File: src/tsov_pkg.sv
// Constants, register map and types for the three-stage overvoltage protection
`default_nettype none
package tsov_pkg;

	// --------------------------------------------------------------------
	// Timing
	// --------------------------------------------------------------------
	localparam int CLK_FREQ_MHZ    = 100;
	localparam int TICK_TIME_US    = 10000;
	localparam int TICK_CYCLES_DEF = TICK_TIME_US * CLK_FREQ_MHZ;

	// --------------------------------------------------------------------
	// Structure
	// --------------------------------------------------------------------
	localparam int NUM_STAGES = 3;
	localparam int NUM_GROUPS = 4;
	localparam int NUM_SETS   = NUM_STAGES * NUM_GROUPS;
	localparam int VOLT_W     = 16;
	localparam int CNT_W      = 16;

	// --------------------------------------------------------------------
	// Setting limits and reset values
	// --------------------------------------------------------------------
	localparam logic [9:0]  HYST_SCALE = 10'h3E8;
	localparam logic [7:0]  HYST_DEF   = 8'h1E;
	localparam logic [7:0]  HYST_MIN   = 8'h01;
	localparam logic [7:0]  HYST_MAX   = 8'hC8;
	localparam logic [15:0] THR_DEF    = 16'hFFFF;
	localparam logic [15:0] OP_DEF     = 16'h0008;
	localparam logic [15:0] OP_MAX     = 16'h7530;
	localparam logic [15:0] OP_MIN_S0  = 16'h0008;
	localparam logic [15:0] OP_MIN_S1  = 16'h0006;
	localparam logic [15:0] OP_MIN_S2  = 16'h0004;
	localparam logic [15:0] REL_DEF    = 16'h0003;
	localparam logic [15:0] REL_MIN    = 16'h0003;
	localparam logic [15:0] REL_MAX    = 16'h3A98;

	// --------------------------------------------------------------------
	// Register map (word index, byte address is four times it)
	// --------------------------------------------------------------------
	localparam logic [1:0] FLD_THR  = 2'h0;
	localparam logic [1:0] FLD_HYST = 2'h1;
	localparam logic [1:0] FLD_OP   = 2'h2;
	localparam logic [1:0] FLD_REL  = 2'h3;
	localparam logic [1:0] STAGE_NONE = 2'h3;
	localparam logic [7:0] IDX_STATUS  = 8'h40;
	localparam logic [7:0] IDX_MASK    = 8'h41;
	localparam logic [7:0] IDX_STATE   = 8'h42;
	localparam logic [7:0] IDX_VOLT_AB = 8'h43;
	localparam logic [7:0] IDX_VOLT_BC = 8'h44;
	localparam logic [7:0] IDX_VOLT_CA = 8'h45;

	// Status, mask and state layout
	localparam int EVT_W           = 6;
	localparam int STAT_START_LSB  = 0;
	localparam int STAT_TRIP_LSB   = 3;
	localparam int STATE_GROUP_LSB = 6;

	typedef enum logic [3:0] {
		ST_IDLE = 4'h1,
		ST_RUN  = 4'h2,
		ST_TRIP = 4'h4,
		ST_HOLD = 4'h8
	} tsov_state_e;

endpackage : tsov_pkg
`default_nettype wire

File: src/tsov_stage.sv
// One definite-time overvoltage stage with hysteresis and optional release delay
`default_nettype none
`timescale 1ns/10ps
module tsov_stage
	import tsov_pkg::*;
#(
	parameter bit HAS_RELEASE = 1'b0
) (
	input  wire logic              clk_i,
	input  wire logic              rst_n_i,
	input  wire logic              eval_i,
	input  wire logic              tick_i,
	input  wire logic [VOLT_W-1:0] v_ab_i,
	input  wire logic [VOLT_W-1:0] v_bc_i,
	input  wire logic [VOLT_W-1:0] v_ca_i,
	input  wire logic [15:0]       thr_i,
	input  wire logic [7:0]        hyst_i,
	input  wire logic [15:0]       op_i,
	input  wire logic [15:0]       rel_i,
	output logic                   start_o,
	output logic                   trip_o
);

	tsov_state_e      state;
	logic             fault;
	logic [CNT_W-1:0] op_cnt;
	logic [CNT_W-1:0] rel_cnt;
	logic             next_fault;
	logic             over;
	logic             held;

	// --------------------------------------------------------------------
	// Fault detection
	// --------------------------------------------------------------------
	function automatic logic above_release(input logic [15:0] v, input logic [15:0] thr,
	                                       input logic [7:0] hyst);
		logic [25:0] lhs;
		logic [25:0] rhs;
		lhs = 26'(v) * 26'(HYST_SCALE);
		rhs = 26'(thr) * 26'(HYST_SCALE - 10'(hyst));
		return lhs >= rhs;
	endfunction : above_release

	always_comb begin
		over = (v_ab_i > thr_i) || (v_bc_i > thr_i) || (v_ca_i > thr_i);
		held = above_release(v_ab_i, thr_i, hyst_i) || above_release(v_bc_i, thr_i, hyst_i)
			|| above_release(v_ca_i, thr_i, hyst_i);
		next_fault = fault ? held : over;
	end

	always_ff @(posedge clk_i) begin
		if (!rst_n_i) begin
			fault <= 1'b0;
		end else if (eval_i) begin
			fault <= next_fault;
		end
	end

	// --------------------------------------------------------------------
	// Timing state machine
	// --------------------------------------------------------------------
	always_ff @(posedge clk_i) begin
		if (!rst_n_i) begin
			state <= ST_IDLE;
		end else begin
			unique case (state)
				ST_IDLE: begin
					if (fault) begin
						state <= ST_RUN;
					end
				end
				ST_RUN: begin
					if (!fault) begin
						state <= HAS_RELEASE ? ST_HOLD : ST_IDLE;
					end else if (op_cnt > op_i) begin
						state <= ST_TRIP;
					end
				end
				ST_TRIP: begin
					if (!fault) begin
						state <= HAS_RELEASE ? ST_HOLD : ST_IDLE;
					end
				end
				ST_HOLD: begin
					if (fault) begin
						state <= ST_RUN;
					end else if (rel_cnt >= {rel_i[14:0], 1'b0}) begin
						state <= ST_IDLE;
					end
				end
			endcase
		end
	end

	// Operate counter is kept through HOLD so a returning fault resumes it
	always_ff @(posedge clk_i) begin
		if (!rst_n_i) begin
			op_cnt <= '0;
		end else if (state == ST_IDLE) begin
			op_cnt <= '0;
		end else if (tick_i && state != ST_HOLD && op_cnt != {CNT_W{1'b1}}) begin
			op_cnt <= op_cnt + 16'h0001;
		end
	end

	always_ff @(posedge clk_i) begin
		if (!rst_n_i) begin
			rel_cnt <= '0;
		end else if (state != ST_HOLD) begin
			rel_cnt <= '0;
		end else if (tick_i && rel_cnt != {CNT_W{1'b1}}) begin
			rel_cnt <= rel_cnt + 16'h0001;
		end
	end

	assign start_o = (state == ST_RUN) || (state == ST_TRIP);
	assign trip_o  = (state == ST_TRIP);

endmodule : tsov_stage
`default_nettype wire

File: src/tsov_top.sv
// Three-stage overvoltage protection with Wishbone settings and interrupt
//
// Function
// - Use only fundamental line-to-line voltage magnitudes
// - Start when any voltage exceeds threshold
// - Trip when fault outlasts operate delay
// - Three independent fixed delay characteristic stages
// - Stage one keeps counter until release delay
// - Returning fault resumes held stage one counter
// - Default three percent hysteresis on release
// - Four setting groups per stage
// - Release delay 0.06 to 300 s, 0.02 steps
// - Hysteresis 0.1 to 20 percent, 0.1 steps
//
// Implementation choices: the register offsets and the Wishbone interface to the registers.
`default_nettype none
`timescale 1ns/10ps
module tsov_top
	import tsov_pkg::*;
#(
	parameter int TICK_CYCLES = TICK_CYCLES_DEF
) (
	input  wire logic              CLOCK_I,
	input  wire logic              RST_N_I,
	input  wire logic [9:2]        WB_ADR_I,
	input  wire logic [31:0]       WB_DAT_I,
	input  wire logic [3:0]        WB_SEL_I,
	input  wire logic              WB_WE_I,
	input  wire logic              WB_CYC_I,
	input  wire logic              WB_STB_I,
	output logic [31:0]            WB_DAT_O,
	output logic                   WB_ACK_O,
	input  wire logic [VOLT_W-1:0] VOLT_AB_I,
	input  wire logic [VOLT_W-1:0] VOLT_BC_I,
	input  wire logic [VOLT_W-1:0] VOLT_CA_I,
	input  wire logic              VOLT_VALID_I,
	input  wire logic [1:0]        GROUP_SEL_I,
	output logic [NUM_STAGES-1:0]  START_O,
	output logic [NUM_STAGES-1:0]  TRIP_O,
	output logic                   IRQ_O
);

	logic [1:0]            grp_meta;
	logic [1:0]            grp_sync;
	logic [31:0]           tick_cnt;
	logic                  tick;
	logic [VOLT_W-1:0]     volt_ab;
	logic [VOLT_W-1:0]     volt_bc;
	logic [VOLT_W-1:0]     volt_ca;
	logic [15:0]           thr_mem  [NUM_SETS];
	logic [7:0]            hyst_mem [NUM_SETS];
	logic [15:0]           op_mem   [NUM_SETS];
	logic [15:0]           rel_mem  [NUM_GROUPS];
	logic [EVT_W-1:0]      status;
	logic [EVT_W-1:0]      mask;
	logic [NUM_STAGES-1:0] start_prev;
	logic [NUM_STAGES-1:0] trip_prev;
	logic [NUM_STAGES-1:0] start_w;
	logic [NUM_STAGES-1:0] trip_w;
	logic [EVT_W-1:0]      evt;
	logic [EVT_W-1:0]      clr;
	logic [31:0]           rdata;
	logic                  wb_req;
	logic                  wr_fire;
	logic [7:0]            idx;
	logic [1:0]            reg_stage;
	logic [1:0]            reg_group;
	logic [1:0]            reg_field;
	logic                  in_set;
	logic [3:0]            reg_set;

	// --------------------------------------------------------------------
	// Helpers
	// --------------------------------------------------------------------
	function automatic logic [3:0] set_idx(input logic [1:0] stage, input logic [1:0] group);
		return {stage, group};
	endfunction : set_idx

	function automatic logic [15:0] merge16(input logic [15:0] old, input logic [31:0] d,
	                                        input logic [3:0] sel);
		logic [15:0] m;
		m = old;
		if (sel[0]) begin
			m[7:0] = d[7:0];
		end
		if (sel[1]) begin
			m[15:8] = d[15:8];
		end
		return m;
	endfunction : merge16

	function automatic logic [7:0] clamp_hyst(input logic [15:0] v);
		logic [7:0] r;
		r = v[7:0];
		if (v < 16'(HYST_MIN)) begin
			r = HYST_MIN;
		end else if (v > 16'(HYST_MAX)) begin
			r = HYST_MAX;
		end
		return r;
	endfunction : clamp_hyst

	// Stages one and two step in 20 ms, stage three in 10 ms
	function automatic logic [15:0] clamp_op(input logic [15:0] v, input logic [1:0] stage);
		logic [15:0] lo;
		logic [15:0] r;
		lo = (stage == 2'h0) ? OP_MIN_S0 : ((stage == 2'h1) ? OP_MIN_S1 : OP_MIN_S2);
		r = v;
		if (stage != 2'h2) begin
			r[0] = 1'b0;
		end
		if (r < lo) begin
			r = lo;
		end else if (r > OP_MAX) begin
			r = OP_MAX;
		end
		return r;
	endfunction : clamp_op

	function automatic logic [15:0] clamp_rel(input logic [15:0] v);
		logic [15:0] r;
		r = v;
		if (v < REL_MIN) begin
			r = REL_MIN;
		end else if (v > REL_MAX) begin
			r = REL_MAX;
		end
		return r;
	endfunction : clamp_rel

	// --------------------------------------------------------------------
	// Group select synchroniser and time base
	// --------------------------------------------------------------------
	always_ff @(posedge CLOCK_I) begin
		if (!RST_N_I) begin
			grp_meta <= 2'h0;
			grp_sync <= 2'h0;
		end else begin
			grp_meta <= GROUP_SEL_I;
			grp_sync <= grp_meta;
		end
	end

	always_ff @(posedge CLOCK_I) begin
		if (!RST_N_I) begin
			tick_cnt <= 32'h0;
		end else if (tick) begin
			tick_cnt <= 32'h0;
		end else begin
			tick_cnt <= tick_cnt + 32'h1;
		end
	end

	assign tick = (tick_cnt == 32'(TICK_CYCLES - 1));

	// Last sampled magnitudes, for software readback only
	always_ff @(posedge CLOCK_I) begin
		if (!RST_N_I) begin
			volt_ab <= '0;
			volt_bc <= '0;
			volt_ca <= '0;
		end else if (VOLT_VALID_I) begin
			volt_ab <= VOLT_AB_I;
			volt_bc <= VOLT_BC_I;
			volt_ca <= VOLT_CA_I;
		end
	end

	// --------------------------------------------------------------------
	// Wishbone decode
	// --------------------------------------------------------------------
	assign wb_req    = WB_CYC_I && WB_STB_I;
	assign wr_fire   = wb_req && WB_WE_I && WB_ACK_O;
	assign idx       = WB_ADR_I;
	assign reg_stage = idx[5:4];
	assign reg_group = idx[3:2];
	assign reg_field = idx[1:0];
	assign in_set    = (idx[7:6] == 2'h0) && (reg_stage != STAGE_NONE);
	assign reg_set   = set_idx(reg_stage, reg_group);

	always_ff @(posedge CLOCK_I) begin
		if (!RST_N_I) begin
			WB_ACK_O <= 1'b0;
		end else begin
			WB_ACK_O <= wb_req && !WB_ACK_O;
		end
	end

	always_ff @(posedge CLOCK_I) begin
		if (!RST_N_I) begin
			WB_DAT_O <= 32'h0;
		end else if (wb_req && !WB_ACK_O) begin
			WB_DAT_O <= rdata;
		end
	end

	// --------------------------------------------------------------------
	// Setting banks
	// --------------------------------------------------------------------
	always_ff @(posedge CLOCK_I) begin
		if (!RST_N_I) begin
			for (int i = 0; i < NUM_SETS; i++) begin
				thr_mem[i]  <= THR_DEF;
				hyst_mem[i] <= HYST_DEF;
				op_mem[i]   <= OP_DEF;
			end
		end else if (wr_fire && in_set) begin
			unique case (reg_field)
				FLD_THR: begin
					thr_mem[reg_set] <= merge16(thr_mem[reg_set], WB_DAT_I, WB_SEL_I);
				end
				FLD_HYST: begin
					hyst_mem[reg_set] <= clamp_hyst(merge16(16'(hyst_mem[reg_set]),
						WB_DAT_I, WB_SEL_I));
				end
				FLD_OP: begin
					op_mem[reg_set] <= clamp_op(merge16(op_mem[reg_set], WB_DAT_I, WB_SEL_I),
						reg_stage);
				end
				FLD_REL: begin
				end
			endcase
		end
	end

	always_ff @(posedge CLOCK_I) begin
		if (!RST_N_I) begin
			for (int g = 0; g < NUM_GROUPS; g++) begin
				rel_mem[g] <= REL_DEF;
			end
		end else if (wr_fire && in_set && reg_field == FLD_REL && reg_stage == 2'h0) begin
			rel_mem[reg_group] <= clamp_rel(merge16(rel_mem[reg_group], WB_DAT_I, WB_SEL_I));
		end
	end

	// --------------------------------------------------------------------
	// Stages
	// --------------------------------------------------------------------
	for (genvar s = 0; s < NUM_STAGES; s++) begin : g_stage
		localparam logic [1:0] SI = 2'(s);
		tsov_stage #(
			.HAS_RELEASE (s == 0)
		) u_stage (
			.clk_i   (CLOCK_I),
			.rst_n_i (RST_N_I),
			.eval_i  (VOLT_VALID_I),
			.tick_i  (tick),
			.v_ab_i  (VOLT_AB_I),
			.v_bc_i  (VOLT_BC_I),
			.v_ca_i  (VOLT_CA_I),
			.thr_i   (thr_mem[set_idx(SI, grp_sync)]),
			.hyst_i  (hyst_mem[set_idx(SI, grp_sync)]),
			.op_i    (op_mem[set_idx(SI, grp_sync)]),
			.rel_i   (rel_mem[grp_sync]),
			.start_o (start_w[s]),
			.trip_o  (trip_w[s])
		);
	end

	assign START_O = start_w;
	assign TRIP_O  = trip_w;

	// --------------------------------------------------------------------
	// Events and interrupt
	// --------------------------------------------------------------------
	always_ff @(posedge CLOCK_I) begin
		if (!RST_N_I) begin
			start_prev <= '0;
			trip_prev  <= '0;
		end else begin
			start_prev <= start_w;
			trip_prev  <= trip_w;
		end
	end

	always_comb begin
		evt = '0;
		evt[STAT_START_LSB +: NUM_STAGES] = start_w & ~start_prev;
		evt[STAT_TRIP_LSB +: NUM_STAGES]  = trip_w & ~trip_prev;
		clr = '0;
		if (wr_fire && idx == IDX_STATUS && WB_SEL_I[0]) begin
			clr = WB_DAT_I[EVT_W-1:0];
		end
	end

	// A new event in the clearing cycle survives the clear
	always_ff @(posedge CLOCK_I) begin
		if (!RST_N_I) begin
			status <= '0;
		end else begin
			status <= (status & ~clr) | evt;
		end
	end

	always_ff @(posedge CLOCK_I) begin
		if (!RST_N_I) begin
			mask <= '0;
		end else if (wr_fire && idx == IDX_MASK && WB_SEL_I[0]) begin
			mask <= WB_DAT_I[EVT_W-1:0];
		end
	end

	assign IRQ_O = |(status & mask);

	// --------------------------------------------------------------------
	// Read mux
	// --------------------------------------------------------------------
	always_comb begin
		rdata = 32'h0;
		if (in_set) begin
			unique case (reg_field)
				FLD_THR:  rdata = 32'(thr_mem[reg_set]);
				FLD_HYST: rdata = 32'(hyst_mem[reg_set]);
				FLD_OP:   rdata = 32'(op_mem[reg_set]);
				FLD_REL:  rdata = (reg_stage == 2'h0) ? 32'(rel_mem[reg_group]) : 32'h0;
			endcase
		end else begin
			unique case (idx)
				IDX_STATUS:  rdata = 32'(status);
				IDX_MASK:    rdata = 32'(mask);
				IDX_STATE: begin
					rdata[STAT_START_LSB +: NUM_STAGES] = start_w;
					rdata[STAT_TRIP_LSB +: NUM_STAGES]  = trip_w;
					rdata[STATE_GROUP_LSB +: 2]         = grp_sync;
				end
				IDX_VOLT_AB: rdata = 32'(volt_ab);
				IDX_VOLT_BC: rdata = 32'(volt_bc);
				IDX_VOLT_CA: rdata = 32'(volt_ca);
				default:     rdata = 32'h0;
			endcase
		end
	end

endmodule : tsov_top
`default_nettype wire
File: config.mk
export PLATFORM = sky130hd
export DESIGN_NAME = tsov_top
export DESIGN_NICKNAME = d
export VERILOG_FILES = /design/src/tsov_pkg.sv /design/src/tsov_stage.sv /design/src/tsov_top.sv
export SDC_FILE = /design/constraint.sdc
export NUM_CORES = 2
export LEC_CHECK = 0
export ABC_AREA = 1
export BUFFER_PORTS_ARGS = -buffer_cell sky130_fd_sc_hd__buf_2
export CAP_MARGIN = 20
export CORE_ASPECT_RATIO = 1.5
export CORE_UTILIZATION = 59
export DETAILED_ROUTE_END_ITERATION = 10
export PLACE_DENSITY = 0.78
export SYNTH_ARGS = -nofsm -noshare
export SYNTH_HDL_FRONTEND = slang
export SYNTH_SLANG_ARGS = --single-unit
export TNS_END_PERCENT = 5
File: constraint.sdc
create_clock -name CLOCK_I -period 7.9 [get_ports CLOCK_I]
set_input_delay 0.79 -clock CLOCK_I [delete_from_list [all_inputs] [get_ports CLOCK_I]]
set_output_delay 0.79 -clock CLOCK_I [all_outputs]
set_load 0.02 [all_outputs]
# After elaboration in Yosys (flattened, before gate mapping)
# Memory sizes are Yosys's and may differ from the RTL's. A register that Yosys moved wholly into a read port is not among the register bits.
# Index checks and enable logic that the tools add are counted.
# totals
word_cells	302
ram_bits	544
output_inout_bits	40
in_bits	100
memories	4
regBits	246
# classes
n_mul	6
n_mux	118
n_addsub	10
magnitude_cmp	30
n_reduce_logical	55
bitwise_logic	9
n_eq_ne	46
# memory_table
name	words	word_bits	read_ports	rd_clocked_by_memory_dff	write_ports	line_no	text
op_mem	12	16	4	3	12	tsov_top.sv:52	logic [15:0] op_mem [NUM_SETS];
thr_mem	12	16	4	3	12	tsov_top.sv:50	logic [15:0] thr_mem [NUM_SETS];
hyst_mem	12	8	4	3	12	tsov_top.sv:51	logic [7:0] hyst_mem [NUM_SETS];
rel_mem	4	16	2	1	4	tsov_top.sv:53	logic [15:0] rel_mem [NUM_GROUPS];
# ops
operator	n
2-to-1 mux 8 bit	36
greater-or-equal comparator 26 bit	9
2-to-1 mux 16 bit	13
greater-than comparator 16 bit	12
one-hot mux 32 bit (4 select lines)	1
2-to-1 mux 4 bit	31
adder 16 x 1 -> 16 bit (second input constant)	6
inequality test 16 bit (second input constant)	6
multiplier 16 x 26 -> 26 bit	3
multiplier 16 x 7 -> 23 bit (second input constant)	3
equality test 8 x 7 -> 1 bit (second input constant)	6
greater-or-equal comparator 16 bit	3
one-hot mux 4 bit (4 select lines)	3
one-hot mux 8 bit (6 select lines)	1
OR reduction 16 bit	3
subtractor 10 x 8 -> 11 bit (first input constant)	3
adder 32 x 1 -> 32 bit (second input constant)	1
equality test 32 x 20 -> 1 bit (second input constant)	1
2-to-1 mux 32 bit	1
2-to-1 mux 1 bit	27
one-hot mux 8 bit (3 select lines)	1
logical AND 1 bit	21
greater-than comparator 16 x 14 -> 1 bit (second input constant)	1
greater-than comparator 16 x 15 -> 1 bit (second input constant)	1
other kinds (30)	81

# Logic depth before layout (Yosys ltp)
# logic_depth
ltp_word	17
mapped_depth	51
depth_no_buf	49

# Cells and area by module
# Synthesis repeated with hierarchy kept, for this count alone.
# hier_totals
hier_cells	11165
area_unflattened_um2	92540.0
# by_module_without_submodules
mod	n_inst	cells_per_inst	area_per_inst_um2
tsov_top	1	4494	39978.3
tsov_stage (g_stage[0].u_stage)	1	2319	18252.5
tsov_stage (g_stage[2].u_stage)	1	2227	17302.8
tsov_stage (g_stage[1].u_stage)	1	2125	17006.3

# Worst setup path after synthesis
# No wires, ideal clock.
# synth_path
path_kind	register -> register
start	register, netlist name grp_sync[0]
end	register g_stage[1].u_stage.fault
setup_ps	64
synth_period_minus_slack_ps	7991
t_required_ps	7836
stages_incl_launch_ff	44
slack_ps	-91
arrival_ps	7927
n_path_buf	2
path_cell_list	dfxtp_1 -> clkinv_1 -> clkbuf_1 -> nand2_1 -> a32oi_1 -> inv_1 -> clkbuf_1 -> ha_1 -> nand2_1 -> nand2_1 -> nand2_1 -> nand3_1 -> nand2_1 -> nor2_1 -> fa_1 -> inv_1 -> fa_1 -> inv_1 -> (+8 left out) -> nor4_1 -> nor2_1 -> o21bai_1 -> a21oi_1 -> xor2_1 -> ha_1 -> nand2_1 -> inv_1 -> nand3_1 -> nor3_1 -> nand4_1 -> o21ai_0 -> nand3_1 -> nand4_1 -> nand2_1 -> nand3_1 -> nor2_1 -> nor2_1
# synth_rtl
element	line_no	text
to (signal assigned)	tsov_stage.sv:55	fault <= next_fault;
to (decl)	tsov_stage.sv:25	logic fault;

==> reports/summary.txt <==
Post-synth EDFFs: 704
CP peak stage delay: 0.59 ns
Post-Place Worst Slack: -0.437 ns
Cell accounting for the most synthesized area: edfxtp_1
Antenna violations before repair: 22
TritonRoute pass-1 iters: 9
Nets: 11200
Buffers on Ports: 105
Worst path required time: 8.54 ns
Final wirelength: 280000 um
Crit-path max FO: 8
Clock transition at the registers of the reported paths: 0.09 ns
Period utilisation layout: 101%
Critical path endpoint category: flop
DRC: 0
H-tree levels: 3
Post-synthesis instance area: 76300 sq um
Via count of the first global-routing pass: 69700
Clk sinks: 900
Ys flop type: edfxtp_1
Max cap viols: 0
Hold WC Path Type: input pin to flop
Final WS setup: -0.0792 ns
Final hold violation count: 0
Failing checks: negative setup slack
Syn. warnings: 0
Largest net degree at the start of global routing: 134
WL per Instance: 24.3 um
Area growth syn-to-layout: 16.3%
Yosys cell types: 61
Met2 routed WL: 128000 um
DR iter-0 viols: 7540
CTS max path bufs: 3
Synth Area per Inst: 8.50 sq um
Row count: 161
Max Transition Viols Final: 0
Fillcell total: 9874
CTS tree: yes
Die Span Y: 442 um
CP Class: flop to flop
Total die area: 131000 sq um
Most common cell after layout, fill and taps aside: nand2_1
Most Frequent Cell on Critical Path: buf_4
WP buf/inv: 18
Tmin final: 7.98 ns
Worst Hold Margin: 0.330 ns
Via count: 70800
RSZ-0062 raised after global routing: yes
CTS Root Cell: clkbuf_16
Gate Count Post-Synth: 8967
Run status: complete, but fails checks
Fraction of layout cells with a size suffix above 1: 13.3%
Detailed Place HPWL: 205000 um
Critical Path Slowest Stage Cell: fa_1
Routed wl met3: 28600 um
Clk_lat worst skew: 0.71 ns
Worst rel slew slack: 15.0%
Area contributors post-synth: edfxtp_1 28%, ha_1 14%, fa_1 13%
Final Setup Violations: 1
Slew @ Worst Pin: 1.26 ns
Clk_skew: 0.0417 ns
# IOs: 140
Post-detailed-route via-to-cell ratio: 6.14
Die width: 296 um
Top sig layer: met5
Core area: 128000 sq um
Seq cells post-synth: 900
Post-CTS Hold Buffers: 0
Placed Cells: 11300
Post-route ant nets: 0
Initial core utilization: 59.4%
Achievable Freq: 125 MHz
Sequential share of the synthesized area: 32.9%
GP Congestion: 1.07
CP arrival: 8.62 ns
Metal1 wirelength: 87300 um
Global-route wire length before repair: 409000 um
Yosys top cell area share: 27.7%
Worst Setup Start Kind: flop
Commonest non-fill, non-tap cells in the layout: 2121 x nand2_1, 1041 x inv_1, 839 x nor2_1, 806 x ha_1, 704 x edfxtp_1
Total gr overflow: 0
Asr flop ratio synth: 0%
Inserted Clock Buffers: 83
Cell family contributing the most delay on the critical path: adder cells
Fin cells: 11500
GRT Overall Usage: 42.2%
-- flip-flops by register name, indices dropped and copies added (netlist names) --
| register | count |
|---|---|
| WB_DAT_O | 16 |
| start_prev | 3 |
| volt_ca | 16 |
| mask | 6 |
| tick_cnt | 32 |
| grp_sync | 2 |
| g_stage.u_stage.state | 10 |
| volt_bc | 16 |
| g_stage.u_stage.rel_cnt | 16 |
| g_stage.u_stage.fault | 3 |
| g_stage.u_stage.op_cnt | 48 |
| WB_ACK_O | 1 |
| hyst_mem | 128 |
| thr_mem | 256 |
| rel_mem | 64 |
| trip_prev | 3 |
| volt_ab | 16 |
| grp_meta | 2 |
| op_mem | 256 |
| status | 6 |
-- cell usage after synthesis, types with 64 or more instances --
cell type	instances
clkbuf_1	202
a21oi_1	610
edfxtp_1	704
a22oi_1	240
buf_2	75
xor2_1	64
inv_1	1067
nand3_1	275
ha_1	857
o21ai_0	251
nand4_1	165
nor2_1	874
fa_1	492
xnor2_1	65
dfxtp_1	196
nor3_1	94
nand2_1	2188
-- logic make-up after synthesis --
group | after synthesis | synth area share (%)
and+or+nand+nor | 3685 | 19.6
AOI/OAI and AO/OA | 1454 | 11.6
buffers and inverters | 1449 | 7.39
adders and majority gates | 1349 | 27.0
DFF | 900 | 32.9
xor gates and xnor gates | 129 | 1.48
other | 1 | 0.00492
-- layer usage --
| layer | global-route usage (%) | vias to the layer above |
|---|---|---|
| li1 | - | 31500 |
| met1 | 43.9 | 33500 |
| met2 | 67.4 | 4339 |
| met3 | 10.1 | 1458 |
| met4 | 43.6 | 26 |
| met5 | 0.638 | - |
-- per-stage QoR --
stage          cell area (sq um)  util, %   TNS, ns
6_report                   88700     69.1   -0.0792
2_1_floorplan              77000        -  -0.00294
5_1_grt                    88700     69.1    -0.907
3_5_place_dp               83100     64.7     -1.13
3_3_place_gp               83000     64.7    -0.769
4_1_cts                    86900     67.7   -0.0155
-- area by class of cell --
type	instances	area, sq um	share of cell area, %
inverter	1122	4260	4.81
tap	1711	2140	2.41
antenna	10	25.0	0.0282
sequential	900	25100	28.3
multi-input combinational	6825	48100	54.3
clock inverter	52	469	0.529
clock buffer	101	2280	2.57
timing repair buffer	794	6300	7.10
timing repair inverter	2	27.5	0.0310
-- worst reg2reg max path, delay by kind of cell, from the launching register on --
| family | cells | cell delay, ns |
|---|---|---|
| and+or+nand+nor | 15 | 1.22 |
| buffers and inverters | 18 | 2.25 |
| AOI/OAI and AO/OA | 5 | 0.80 |
| DFF | 1 | 0.38 |
| adders and majority gates | 7 | 3.31 |
-- timing repair --
item | 4_1_cts | 5_1_grt
gates resized for setup | 141 | 287
cloned | 5 | 5
pin swaps | 65 | 176
endpoints found under the setup margin | 3 | 3
buffers inserted | 47 | 27
-- path summary, 6_finish.rpt --
check / start / to / slack [ns] / depth (start not counted)
worst max register to register: grp_sync[0]$_SDFF_PN0_ / g_stage[1].u_stage.fault$_SDFFE_PN0P_ / -0.08 / 45
worst min-delay path: GROUP_SEL_I[0] / grp_meta[0]$_SDFF_PN0_ / 0.33 / 3
worst min register to register: grp_meta[0]$_SDFF_PN0_ / grp_sync[0]$_SDFF_PN0_ / 0.44 / 2
worst max-delay path: grp_sync[0]$_SDFF_PN0_ / g_stage[1].u_stage.fault$_SDFFE_PN0P_ / -0.08 / 45
Power is left out: the tool's default activity adds up to more than one toggle a clock period on the data nets, which glitch-free logic cannot reach.
